--- src/logic/dac_dp_consts.svh ---
// offsets, reset values, field positions and masks of the datapath register bank
`ifndef DAC_DP_CONSTS_SVH
`define DAC_DP_CONSTS_SVH
`define A_FIRST 5'h03
`define A_LAST 5'h17
`define A_MIX 5'h03
`define A_FMT 5'h04
`define A_RST 5'h05
`define A_FIX_LO 5'h06
`define A_FIX_HI 5'h07
`define A_SKIP 5'h08
`define A_STEP0 5'h09
`define A_STEP1 5'h0a
`define A_STEP3 5'h0b
`define A_STEP2 5'h0c
`define A_ANG_LO 5'h0d
`define A_ANG_HI 5'h0e
`define A_OFSA_LO 5'h0f
`define A_OFSB_LO 5'h10
`define A_OFSA_HI 5'h11
`define A_OFSB_HI 5'h12
`define A_GA_LO 5'h13
`define A_GB_LO 5'h14
`define A_PH_LO 5'h15
`define A_UPPER 5'h16
`define A_SCALE_A 5'h17
`define RST_MIX 8'h80
`define RST_STEP2 8'h40
`define RST_ZERO 8'h00
`define MASK_ALL 8'hff
`define MASK_FMT 8'hef
`define MASK_RST 8'hfc
`define MASK_OFS_HI 8'hf8
`define BIT_NCO 7
`define BIT_NCO_GAIN 6
`define BIT_QMC 5
`define CM_HI 4
`define CM_LO 1
`define BIT_INVSINC 0
`define BIT_FOUR 7
`define BIT_FIXED 6
`define BIT_HALF 5
`define BIT_USB 3
`define CTR_HI 2
`define CTR_LO 0
`define BIT_DIV 7
`define BIT_OSC 6
`define BIT_MIXR 5
`define FSRC_HI 4
`define FSRC_LO 2
`define CTR_MID_LSB 6
`define FIFO_RD_LAG 2'h2
`endif

--- src/logic/dac_dp_pkg.sv ---
// types shared by the datapath register bank and its coarse mixer
`default_nettype none
package dac_dp_pkg;
   typedef struct packed {
      logic [15:0] a;
      logic [15:0] b;
   } sample_pair_t;
   typedef enum logic [3:0] {
      PH0 = 4'b0001,
      PH1 = 4'b0010,
      PH2 = 4'b0100,
      PH3 = 4'b1000
   } mix_phase_t;
   typedef enum logic [2:0] {
      SRC_TXEN = 3'h0,
      SRC_PHR = 3'h1,
      SRC_QFLAG = 3'h2,
      SRC_BMSB = 3'h3,
      SRC_AMSB_ONCE = 3'h4,
      SRC_WRITE = 3'h5,
      SRC_OFF = 3'h6,
      SRC_ON = 3'h7
   } fifo_src_t;
endpackage
`default_nettype wire

--- src/logic/coarse_mixer_seq.sv ---
// fixed-frequency coarse mixer: sign and swap sequences over four sample phases
`timescale 1ns/10ps
`default_nettype none
module coarse_mixer_seq (
   input wire logic clk_i,
   input wire logic rst_i,
   input wire logic restart_i,
   input wire logic [3:0] mode_i,
   input wire dac_dp_pkg::sample_pair_t din_i,
   output dac_dp_pkg::sample_pair_t dout_o
);
   dac_dp_pkg::mix_phase_t ph_q;
   dac_dp_pkg::sample_pair_t y;
   logic even;

   // one's complement negation: cheap and never overflows, costs one lsb of offset
   function automatic logic [15:0] sgn(input logic [15:0] x, input logic n);
      sgn = n ? ~x : x;
   endfunction

   always_ff @(posedge clk_i) begin
      if (rst_i || restart_i) begin
         ph_q <= dac_dp_pkg::PH0;
      end else begin
         case (ph_q)
            dac_dp_pkg::PH0: ph_q <= dac_dp_pkg::PH1;
            dac_dp_pkg::PH1: ph_q <= dac_dp_pkg::PH2;
            dac_dp_pkg::PH2: ph_q <= dac_dp_pkg::PH3;
            default: ph_q <= dac_dp_pkg::PH0;
         endcase
      end
   end

   always_comb begin
      even = (ph_q == dac_dp_pkg::PH0) || (ph_q == dac_dp_pkg::PH2);
      y = din_i;
      case (mode_i[3:2])
         2'b01: begin
            y.a = sgn(din_i.a, even ^ mode_i[1]);
            y.b = sgn(din_i.b, even ^ mode_i[0]);
         end
         2'b10: begin
            case (ph_q)
               dac_dp_pkg::PH1: begin
                  y.a = ~din_i.b;
                  y.b = din_i.a;
               end
               dac_dp_pkg::PH2: begin
                  y.a = ~din_i.a;
                  y.b = ~din_i.b;
               end
               dac_dp_pkg::PH3: begin
                  y.a = din_i.b;
                  y.b = ~din_i.a;
               end
               default: y = din_i;
            endcase
            y.a = sgn(y.a, mode_i[1]);
            y.b = sgn(y.b, mode_i[0]);
         end
         2'b11: begin
            case (ph_q)
               dac_dp_pkg::PH1: begin
                  y.a = din_i.b;
                  y.b = ~din_i.a;
               end
               dac_dp_pkg::PH2: begin
                  y.a = ~din_i.a;
                  y.b = ~din_i.b;
               end
               dac_dp_pkg::PH3: begin
                  y.a = ~din_i.b;
                  y.b = din_i.a;
               end
               default: y = din_i;
            endcase
            y.a = sgn(y.a, mode_i[1]);
            y.b = sgn(y.b, mode_i[0]);
         end
         default: y = din_i;
      endcase
   end

   always_ff @(posedge clk_i) begin
      if (rst_i) begin
         dout_o <= '0;
      end else begin
         dout_o <= y;
      end
   end
endmodule
`default_nettype wire

--- src/logic/dac_datapath_config_regs.sv ---
// datapath configuration register bank with the sample path it steers
//
// Overview of operation
// oscillator runs only while its enable bit is set; mixer control resets to 0x80
// oscillator gain bit doubles the oscillator mixer output amplitude
// quadrature gain and phase correction applies only while its enable bit is set
// coarse mixer passes both channels when mode upper bits are 00
// modes 01xx alternate each channel's sign per clock; bits 1/0 pick start signs
// modes 10xx run +A,-B,-A,+B and +B,+A,-B,-A; bits 1/0 negate
// modes 11xx run +A,+B,-A,-B and +B,-A,-B,+A; bits 1/0 negate
// inverse-sinc filter is inserted only while its enable bit is set
// serial port uses four-pin mode when set, three-pin bidirectional when clear
// fixed-data bit replaces both channels with the 16-bit fixed sample registers
// half-rate mode takes channel A samples from both input buses alternately
// upper-sideband bit inverts channel B data before conversion
// counter-mode field selects an internal counter pattern as the data source
// divider-restart bit lets a restart-pin rising edge initialise the clock divider
// oscillator-restart bit lets a restart-pin rising edge clear the phase accumulator
// mixer-restart bit lets a restart-pin rising edge restart the mixer sequence
// a three-bit field picks the rising-edge, write-strobe or constant source that resets the fifo pointers
// software leaves the factory stage-skip register at zero
// 32-bit oscillator step word from bytes at 0x09, 0x0a, 0x0c, 0x0b
// 16-bit oscillator phase offset from 0x0d low and 0x0e high
// 13-bit offsets; correction and offset writes wait for a write to 0x0f
// 11-bit correction gains and 10-bit phase; 0x16 holds their upper bits
`timescale 1ns/10ps
`default_nettype none
`include "dac_dp_consts.svh"
module dac_datapath_config_regs (
   input wire logic CLK_I,
   input wire logic RST_I,
   input wire logic REG_WE_I,
   input wire logic [4:0] REG_ADDR_I,
   input wire logic [7:0] REG_WDATA_I,
   output logic [7:0] REG_RDATA_O,
   input wire logic [15:0] PORT_A_INPUT_BUS_I,
   input wire logic [15:0] PORT_B_INPUT_BUS_I,
   input wire logic TX_ENABLE_I,
   input wire logic PHASE_RESTART_I,
   input wire logic Q_FLAG_I,
   output logic [15:0] DAC_A_O,
   output logic [15:0] DAC_B_O,
   output logic FOUR_WIRE_PORT_SELECT_O,
   output logic NCO_RUN_O,
   output logic NCO_GAIN2_O,
   output logic [15:0] NCO_ANGLE_O,
   output logic QMC_EN_O,
   output logic [10:0] QMC_GAIN_A_O,
   output logic [10:0] QMC_GAIN_B_O,
   output logic [9:0] QMC_ANGLE_O,
   output logic [12:0] DC_SHIFT_A_O,
   output logic [12:0] DC_SHIFT_B_O,
   output logic INVSINC_EN_O,
   output logic [7:0] CHAN_A_SCALE_O,
   output logic [1:0] DIV_PHASE_O,
   output logic [1:0] FIFO_WPTR_O,
   output logic [1:0] FIFO_RPTR_O,
   output logic FIFO_SYNC_O
);
   logic [7:0] reg_q [`A_FIRST:`A_LAST];
   logic [7:0] act_q [`A_OFSB_LO:`A_UPPER];
   logic [3:0] coarse_mixer_select;
   logic four_wire_port_select;
   logic mixer_restart_enable;
   logic nco_en;
   logic fixed_en;
   logic half_en;
   logic usb_en;
   logic [2:0] ctr_mode;
   dac_dp_pkg::fifo_src_t fifo_src;
   logic [31:0] step_word;
   logic [15:0] angle_word;
   logic [15:0] fixed_word;
   logic phr_q;
   logic txen_q;
   logic qflag_q;
   logic bmsb_q;
   logic amsb_q;
   logic amsb_done_q;
   logic phr_rise;
   logic fifo_sync;
   logic [31:0] acc_q;
   logic [15:0] ctr_q;
   logic half_sel_q;
   dac_dp_pkg::sample_pair_t src;
   dac_dp_pkg::sample_pair_t src_q;
   dac_dp_pkg::sample_pair_t mix_out;

   // address lies inside the implemented window
   function automatic logic in_map(input logic [4:0] a);
      in_map = (a >= `A_FIRST) && (a <= `A_LAST);
   endfunction

   function automatic logic [7:0] rst_val(input logic [4:0] a);
      case (a)
         `A_MIX: rst_val = `RST_MIX;
         `A_STEP2: rst_val = `RST_STEP2;
         default: rst_val = `RST_ZERO;
      endcase
   endfunction

   // unused bits are never stored, so they read back as zero
   function automatic logic [7:0] wr_mask(input logic [4:0] a);
      case (a)
         `A_FMT: wr_mask = `MASK_FMT;
         `A_RST: wr_mask = `MASK_RST;
         `A_OFSA_HI: wr_mask = `MASK_OFS_HI;
         `A_OFSB_HI: wr_mask = `MASK_OFS_HI;
         default: wr_mask = `MASK_ALL;
      endcase
   endfunction

   // the factory stage-skip register is stored and read back but steers nothing
   for (genvar g = `A_FIRST; g <= `A_LAST; g++) begin : g_reg
      always_ff @(posedge CLK_I) begin
         if (RST_I) begin
            reg_q[g] <= rst_val(5'(g));
         end else if (REG_WE_I && in_map(REG_ADDR_I) && REG_ADDR_I == 5'(g)) begin
            reg_q[g] <= REG_WDATA_I & wr_mask(5'(g));
         end
      end
   end

   // held copies: correction and offset words change together on the 0x0f write
   for (genvar s = `A_OFSB_LO; s <= `A_UPPER; s++) begin : g_act
      always_ff @(posedge CLK_I) begin
         if (RST_I) begin
            act_q[s] <= `RST_ZERO;
         end else if (REG_WE_I && REG_ADDR_I == `A_OFSA_LO) begin
            act_q[s] <= reg_q[s];
         end
      end
   end

   always_ff @(posedge CLK_I) begin
      if (RST_I) begin
         REG_RDATA_O <= '0;
      end else if (in_map(REG_ADDR_I)) begin
         REG_RDATA_O <= reg_q[REG_ADDR_I];
      end else begin
         REG_RDATA_O <= '0;
      end
   end

   always_comb begin
      nco_en = reg_q[`A_MIX][`BIT_NCO];
      coarse_mixer_select = reg_q[`A_MIX][`CM_HI:`CM_LO];
      four_wire_port_select = reg_q[`A_FMT][`BIT_FOUR];
      fixed_en = reg_q[`A_FMT][`BIT_FIXED];
      half_en = reg_q[`A_FMT][`BIT_HALF];
      usb_en = reg_q[`A_FMT][`BIT_USB];
      ctr_mode = reg_q[`A_FMT][`CTR_HI:`CTR_LO];
      mixer_restart_enable = reg_q[`A_RST][`BIT_MIXR];
      fifo_src = dac_dp_pkg::fifo_src_t'(reg_q[`A_RST][`FSRC_HI:`FSRC_LO]);
      step_word = {reg_q[`A_STEP3], reg_q[`A_STEP2], reg_q[`A_STEP1],
                   reg_q[`A_STEP0]};
      angle_word = {reg_q[`A_ANG_HI], reg_q[`A_ANG_LO]};
      fixed_word = {reg_q[`A_FIX_HI], reg_q[`A_FIX_LO]};
   end

   // static settings go out straight from flip-flops
   always_ff @(posedge CLK_I) begin
      if (RST_I) begin
         FOUR_WIRE_PORT_SELECT_O <= 1'b0;
         NCO_RUN_O <= 1'b0;
         NCO_GAIN2_O <= 1'b0;
         QMC_EN_O <= 1'b0;
         INVSINC_EN_O <= 1'b0;
         CHAN_A_SCALE_O <= '0;
      end else begin
         FOUR_WIRE_PORT_SELECT_O <= four_wire_port_select;
         NCO_RUN_O <= nco_en;
         NCO_GAIN2_O <= reg_q[`A_MIX][`BIT_NCO_GAIN];
         QMC_EN_O <= reg_q[`A_MIX][`BIT_QMC];
         INVSINC_EN_O <= reg_q[`A_MIX][`BIT_INVSINC];
         CHAN_A_SCALE_O <= reg_q[`A_SCALE_A];
      end
   end

   always_ff @(posedge CLK_I) begin
      if (RST_I) begin
         DC_SHIFT_A_O <= '0;
         DC_SHIFT_B_O <= '0;
         QMC_GAIN_A_O <= '0;
         QMC_GAIN_B_O <= '0;
         QMC_ANGLE_O <= '0;
      end else begin
         DC_SHIFT_A_O <= {act_q[`A_OFSA_HI][7:3], reg_q[`A_OFSA_LO]};
         DC_SHIFT_B_O <= {act_q[`A_OFSB_HI][7:3], act_q[`A_OFSB_LO]};
         QMC_GAIN_A_O <= {act_q[`A_UPPER][5:3], act_q[`A_GA_LO]};
         QMC_GAIN_B_O <= {act_q[`A_UPPER][2:0], act_q[`A_GB_LO]};
         QMC_ANGLE_O <= {act_q[`A_UPPER][7:6], act_q[`A_PH_LO]};
      end
   end

   // previous levels for edge detection; all inputs arrive synchronous
   always_ff @(posedge CLK_I) begin
      if (RST_I) begin
         phr_q <= 1'b0;
         txen_q <= 1'b0;
         qflag_q <= 1'b0;
         bmsb_q <= 1'b0;
         amsb_q <= 1'b0;
      end else begin
         phr_q <= PHASE_RESTART_I;
         txen_q <= TX_ENABLE_I;
         qflag_q <= Q_FLAG_I;
         bmsb_q <= PORT_B_INPUT_BUS_I[15];
         amsb_q <= PORT_A_INPUT_BUS_I[15];
      end
   end

   assign phr_rise = PHASE_RESTART_I & ~phr_q;

   // oscillator phase accumulator
   always_ff @(posedge CLK_I) begin
      if (RST_I) begin
         acc_q <= '0;
      end else if (reg_q[`A_RST][`BIT_OSC] && phr_rise) begin
         acc_q <= '0;
      end else if (nco_en) begin
         acc_q <= acc_q + step_word;
      end
   end

   always_ff @(posedge CLK_I) begin
      if (RST_I) begin
         NCO_ANGLE_O <= '0;
      end else begin
         NCO_ANGLE_O <= acc_q[31:16] + angle_word;
      end
   end

   // internal clock divider phase
   always_ff @(posedge CLK_I) begin
      if (RST_I) begin
         DIV_PHASE_O <= '0;
      end else if (reg_q[`A_RST][`BIT_DIV] && phr_rise) begin
         DIV_PHASE_O <= '0;
      end else begin
         DIV_PHASE_O <= DIV_PHASE_O + 2'h1;
      end
   end

   // one shot re-arms on a restart register write; a shot in that same cycle wins
   always_ff @(posedge CLK_I) begin
      if (RST_I) begin
         amsb_done_q <= 1'b0;
      end else if (fifo_src == dac_dp_pkg::SRC_AMSB_ONCE &&
                   PORT_A_INPUT_BUS_I[15] && !amsb_q) begin
         amsb_done_q <= 1'b1;
      end else if (REG_WE_I && REG_ADDR_I == `A_RST) begin
         amsb_done_q <= 1'b0;
      end
   end

   always_comb begin
      case (fifo_src)
         dac_dp_pkg::SRC_TXEN: fifo_sync = TX_ENABLE_I & ~txen_q;
         dac_dp_pkg::SRC_PHR: fifo_sync = phr_rise;
         dac_dp_pkg::SRC_QFLAG: fifo_sync = Q_FLAG_I & ~qflag_q;
         dac_dp_pkg::SRC_BMSB: fifo_sync = PORT_B_INPUT_BUS_I[15] & ~bmsb_q;
         dac_dp_pkg::SRC_AMSB_ONCE: begin
            fifo_sync = PORT_A_INPUT_BUS_I[15] & ~amsb_q & ~amsb_done_q;
         end
         dac_dp_pkg::SRC_WRITE: fifo_sync = REG_WE_I;
         dac_dp_pkg::SRC_ON: fifo_sync = 1'b1;
         default: fifo_sync = 1'b0;
      endcase
   end

   // four-entry fifo pointers, read side trails write side by half the depth
   always_ff @(posedge CLK_I) begin
      if (RST_I || fifo_sync) begin
         FIFO_WPTR_O <= '0;
         FIFO_RPTR_O <= 2'h0 - `FIFO_RD_LAG;
      end else begin
         FIFO_WPTR_O <= FIFO_WPTR_O + 2'h1;
         FIFO_RPTR_O <= FIFO_RPTR_O + 2'h1;
      end
   end

   always_ff @(posedge CLK_I) begin
      if (RST_I) begin
         FIFO_SYNC_O <= 1'b0;
      end else begin
         FIFO_SYNC_O <= fifo_sync;
      end
   end

   // test counter runs only while selected
   always_ff @(posedge CLK_I) begin
      if (RST_I || !ctr_mode[2]) begin
         ctr_q <= '0;
      end else begin
         ctr_q <= ctr_q + 16'h0001;
      end
   end

   always_ff @(posedge CLK_I) begin
      if (RST_I || !half_en) begin
         half_sel_q <= 1'b0;
      end else begin
         half_sel_q <= ~half_sel_q;
      end
   end

   // source select: counter beats fixed data, fixed data beats the input buses
   always_comb begin
      src.a = PORT_A_INPUT_BUS_I;
      src.b = PORT_B_INPUT_BUS_I;
      if (ctr_mode[2]) begin
         case (ctr_mode[1:0])
            2'b01: src.a = {9'h000, ctr_q[6:0]};
            2'b10: src.a = {5'h00, ctr_q[4:0], 6'h00};
            2'b11: src.a = {ctr_q[4:0], 11'h000};
            default: src.a = ctr_q;
         endcase
         src.b = src.a;
      end else if (fixed_en) begin
         src.a = fixed_word;
         src.b = fixed_word;
      end else if (half_en) begin
         // the A bus carries the even sample, the B bus the odd one
         src.a = half_sel_q ? PORT_B_INPUT_BUS_I : PORT_A_INPUT_BUS_I;
         src.b = '0;
      end
      if (usb_en) begin
         src.b = ~src.b;
      end
   end

   always_ff @(posedge CLK_I) begin
      if (RST_I) begin
         src_q <= '0;
      end else begin
         src_q <= src;
      end
   end

   coarse_mixer_seq u_mix (
      .clk_i(CLK_I),
      .rst_i(RST_I),
      .restart_i(mixer_restart_enable & phr_rise),
      .mode_i(coarse_mixer_select),
      .din_i(src_q),
      .dout_o(mix_out)
   );

   assign DAC_A_O = mix_out.a;
   assign DAC_B_O = mix_out.b;
endmodule
`default_nettype wire

--- config.mk ---
export PLATFORM = sky130hd
export DESIGN_NAME = dac_datapath_config_regs
export DESIGN_NICKNAME = d
export VERILOG_FILES = /design/src/logic/dac_dp_pkg.sv /design/src/logic/coarse_mixer_seq.sv /design/src/logic/dac_datapath_config_regs.sv
export VERILOG_INCLUDE_DIRS = /design/src /design/src/logic
export SDC_FILE = /design/constraint.sdc
export NUM_CORES = 1
export LEC_CHECK = 0
export ABC_AREA = 1
export BUFFER_PORTS_ARGS = -buffer_cell sky130_fd_sc_hd__buf_2
export CORE_ASPECT_RATIO = 1.4
export CORE_MARGIN = 4
export CORE_UTILIZATION = 28
export DETAILED_ROUTE_END_ITERATION = 16
export PLACE_DENSITY = 0.51
export SYNTH_ARGS = -nofsm -noshare
export SYNTH_HDL_FRONTEND = slang
export SYNTH_SLANG_ARGS = --single-unit
--- constraint.sdc ---
create_clock -name CLK_I -period 4.2 [get_ports CLK_I]
set_input_delay 1.26 -clock CLK_I [delete_from_list [all_inputs] [get_ports CLK_I]]
set_output_delay 1.26 -clock CLK_I [all_outputs]
set_load 0.02 [all_outputs]
==> impl_metrics.env <==
export IMPL_gp_congestion=0.911
export IMPL_grt_use_total=0.187
export IMPL_p_sw_uw=3560
export IMPL_finalCritPeriodShare=0.764
export IMPL_coreArea_mm2=0.0847
export IMPL_crit_slowest_cell="o21ai_0"
export IMPL_num_rows=126
export IMPL_port_buffers=184
export IMPL_post_cts_buffers=0
export IMPL_ir_worst_vdd_mv=0.285
export IMPL_clkPwrFrac=0.393
export IMPL_die_w_um=255
export IMPL_syn_inst=3380
export IMPL_ant_nets=0
export IMPL_hold_class="reg -> reg"
export IMPL_path_max_fanout=16
export IMPL_top_layer="met5"
export IMPL_insertion_delay_ns=0.63
export IMPL_crit_family="compound AO/OA/AOI/OAI gates"
export IMPL_combPwrFrac=0.181
export IMPL_cp_start_kind="input pin"
export IMPL_clkTransAtPathRegs_ns=0.06
export IMPL_nFillCells=9201
export IMPL_clock_path_buffers=3
export IMPL_wl_met2_mm=43.4
export IMPL_wl_mm=87.4
export IMPL_wl_met3_mm=4.83
export IMPL_fp_dieArea_mm2=0.0906
export IMPL_io_pins=185
export IMPL_power_internal_uw=7860
export IMPL_grt_pass1_wl_mm=131
export IMPL_drcViolationCount=0
export IMPL_synth_nets=3480
export IMPL_ys_seq_area_frac=0.449
export IMPL_rsz0062_at_grt="no"
export IMPL_hold_violations=0
export IMPL_synth_area_mm2=0.0240
export IMPL_yosysWarnings=0
export IMPL_final_common_cell="nand2_1"
export IMPL_worst_pin_slew_ns=1.17
export IMPL_drtIter0Drc=1728
export IMPL_timing_final_crit_period_ns=3.21
export IMPL_r2r_cells=12
export IMPL_async_reset_ff_frac=0
export IMPL_antenna_found_initial=8
export IMPL_layout_common_cells="nand2_1 (772), nor2_1 (585), inv_1 (442), nand3_1 (383), dfxtp_1 (225)"
export IMPL_grt_pass1_vias=21700
export IMPL_post_drt_via_cell_ratio=4.86
export IMPL_firstDrtPassIters=6
export IMPL_fp_dieH_um=354
export IMPL_p_leak_uw=0.0132
export IMPL_critPathBufInv=2
export IMPL_max_slew_margin=0.213
export IMPL_cp_arrival_ns=3.46
export IMPL_ys_ff_latch=434
export IMPL_tns_ns=0
export IMPL_power_per_cell_area_mw_per_mm2=411
export IMPL_path_cells="buf_2 -> nor2_1 -> a22oi_2 -> nand2_2 -> inv_2 -> nand3_1 -> o21ai_0"
export IMPL_grt_overflow=0
export IMPL_hold_ws_ns=0.419
export IMPL_cts_root_buf="clkbuf_16"
export IMPL_syn2layout_area_growth_pct=15.7
export IMPL_seq_power_share=0.426
export IMPL_path_class="in -> reg"
export IMPL_netSwitchingFraction=0.311
export IMPL_post_cts_resize_count=0
export IMPL_num_vias=22500
export IMPL_ctsHoldBuffers=0
export IMPL_cp_end_kind="register"
export IMPL_dp_hpwl_mm=64.1
export IMPL_syn_avg_cell_area_um2=7.10
export IMPL_hold_depth=1
export IMPL_status="completed"
export IMPL_grt_max_degree=75
export IMPL_routedLengthMet1_mm=34.4
export IMPL_synth_edff_count=209
export IMPL_worst_ep_required_time_ns=4.44
export IMPL_worst_path_stages=7
export IMPL_post_drt_wl_per_cell_um=18.9
export IMPL_crit_path_max_incr_delay_ns=0.96
export IMPL_nets=3602
export IMPL_fmaxAchievable_mhz=311
export IMPL_cts_buffers=49
export IMPL_ys_types=46
export IMPL_cts_sinks=434
export IMPL_setup_viol=0
export IMPL_htree_levels=2
export IMPL_ys_dominant_reg_cell="dfxtp_1"
export IMPL_fin_skew_ns=0.0321
export IMPL_report_final_slew_viol_count=0
export IMPL_initial_core_util=0.284
export IMPL_cts_tree="done"
export IMPL_drive_gt1_frac=0.106
export IMPL_maxCapViolCount=0
==> logic make-up after synthesis <==
| logic type | count (synthesis) | synth area share |
|---|---|---|
| buffers and inverters | 626 | 0.101 |
| DFF | 434 | 0.449 |
| xor gates and xnor gates | 19 | 0.00693 |
| AOI/OAI and AO/OA | 395 | 0.0924 |
| and+or+nand+nor | 1857 | 0.325 |
| adders and majority gates | 49 | 0.0262 |
==> power by group through the flow <==
stage / sequential (uW) / clock, uW / combinational [uW]
after floorplan: 4980 / 0 / 1300
after global placement: 4960 / 0 / 2050
after detailed placement: 4960 / 0 / 2050
after CTS: 4870 / 4620 / 2060
after global routing: 4890 / 4790 / 2310
final: 4870 / 4490 / 2060
==> Yosys cell counts, drive strengths merged (3+ instances only) <==
cell | instances | area, um2
nand3b | 6 | 45.0
nand3 | 388 | 1970
dfxtp | 225 | 4500
nor2 | 615 | 2420
nand4 | 44 | 275
nand2 | 779 | 2930
buf | 49 | 254
o21a | 6 | 45.0
o31ai | 6 | 45.0
inv | 449 | 1690
edfxtp | 209 | 6280
clkbuf | 120 | 450
nor3 | 13 | 76.3
ha | 47 | 588
o21ai | 125 | 626
clkinv | 8 | 30.0
xnor2 | 6 | 52.6
a31oi | 7 | 43.8
a32oi | 4 | 35.0
o22ai | 57 | 357
a21oi | 148 | 741
or2 | 3 | 18.8
and2 | 3 | 18.8
a22oi | 33 | 253
nor4 | 4 | 25.0
xor2 | 13 | 114
==> per-stage QoR <==
step | utilization | cells | power, uW | area, um2 | worst slack (ns)
global route | 0.328 | 4632 | 12000 | 27800 | 0.874
global placement | 0.308 | 4539 | 7000 | 26100 | 0.427
floorplan | - | 3380 | 6280 | 24000 | 0.357
CTS | 0.328 | 4630 | 11600 | 27800 | 1.09
detailed placement | 0.308 | 4539 | 7010 | 26100 | 0.413
finish | 0.328 | 4632 | 11400 | 27800 | 0.989
==> sequential cells by signal (all words and copies together) (netlist names), 2 cells and up <==
name            cells
FIFO_WPTR_O         2
act_q              50
QMC_GAIN_A_O       11
u_mix.dout_o       32
QMC_ANGLE_O        10
QMC_GAIN_B_O       11
acc_q              32
CHAN_A_SCALE_O      8
src_q              32
REG_RDATA_O         8
DC_SHIFT_A_O       13
ctr_q              16
DIV_PHASE_O         2
reg_q             159
DC_SHIFT_B_O       13
NCO_ANGLE_O        16
u_mix.ph_q          4
FIFO_RPTR_O         2
==> worst register-to-register path: cells and delay by family (launching register included) <==
kind / cells / cell delay [ns]
buf+inv: 3 / 0.69
simple gates: 9 / 1.58
flops: 1 / 0.37
==> cell type report <==
type                            count  area [um2]  area share
Clock buffer                       63        1360      0.0489
Clock inverter                     28         318      0.0114
Antenna cell                        2        5.00    0.000180
Tap cell                         1088        1360      0.0490
Multi-Input combinational cell   2320       10900       0.391
Timing Repair Buffer              240        1380      0.0497
Inverter                          457        1720      0.0617
Sequential cell                   434       10800       0.388
==> routing by layer <==
| metal | vias to the layer above | global-route usage |
|---|---|---|
| li1 | 11100 | - |
| met1 | 10500 | 0.217 |
| met2 | 708 | 0.333 |
| met3 | 195 | 0.0300 |
| met4 | 2 | 0.0954 |
| met5 | - | 0 |
==> worst paths after layout <==
kind,start,endpoint,slack [ns]
worst max register to register,u_mix.ph_q[3],u_mix.dout_o[24],1.47
worst min register to register,half_sel_q,half_sel_q,0.42
worst max-delay path,REG_ADDR_I[2],reg_q[19][0],0.99
worst min-delay path,half_sel_q,half_sel_q,0.42
(Power assumes the default switching activity.)
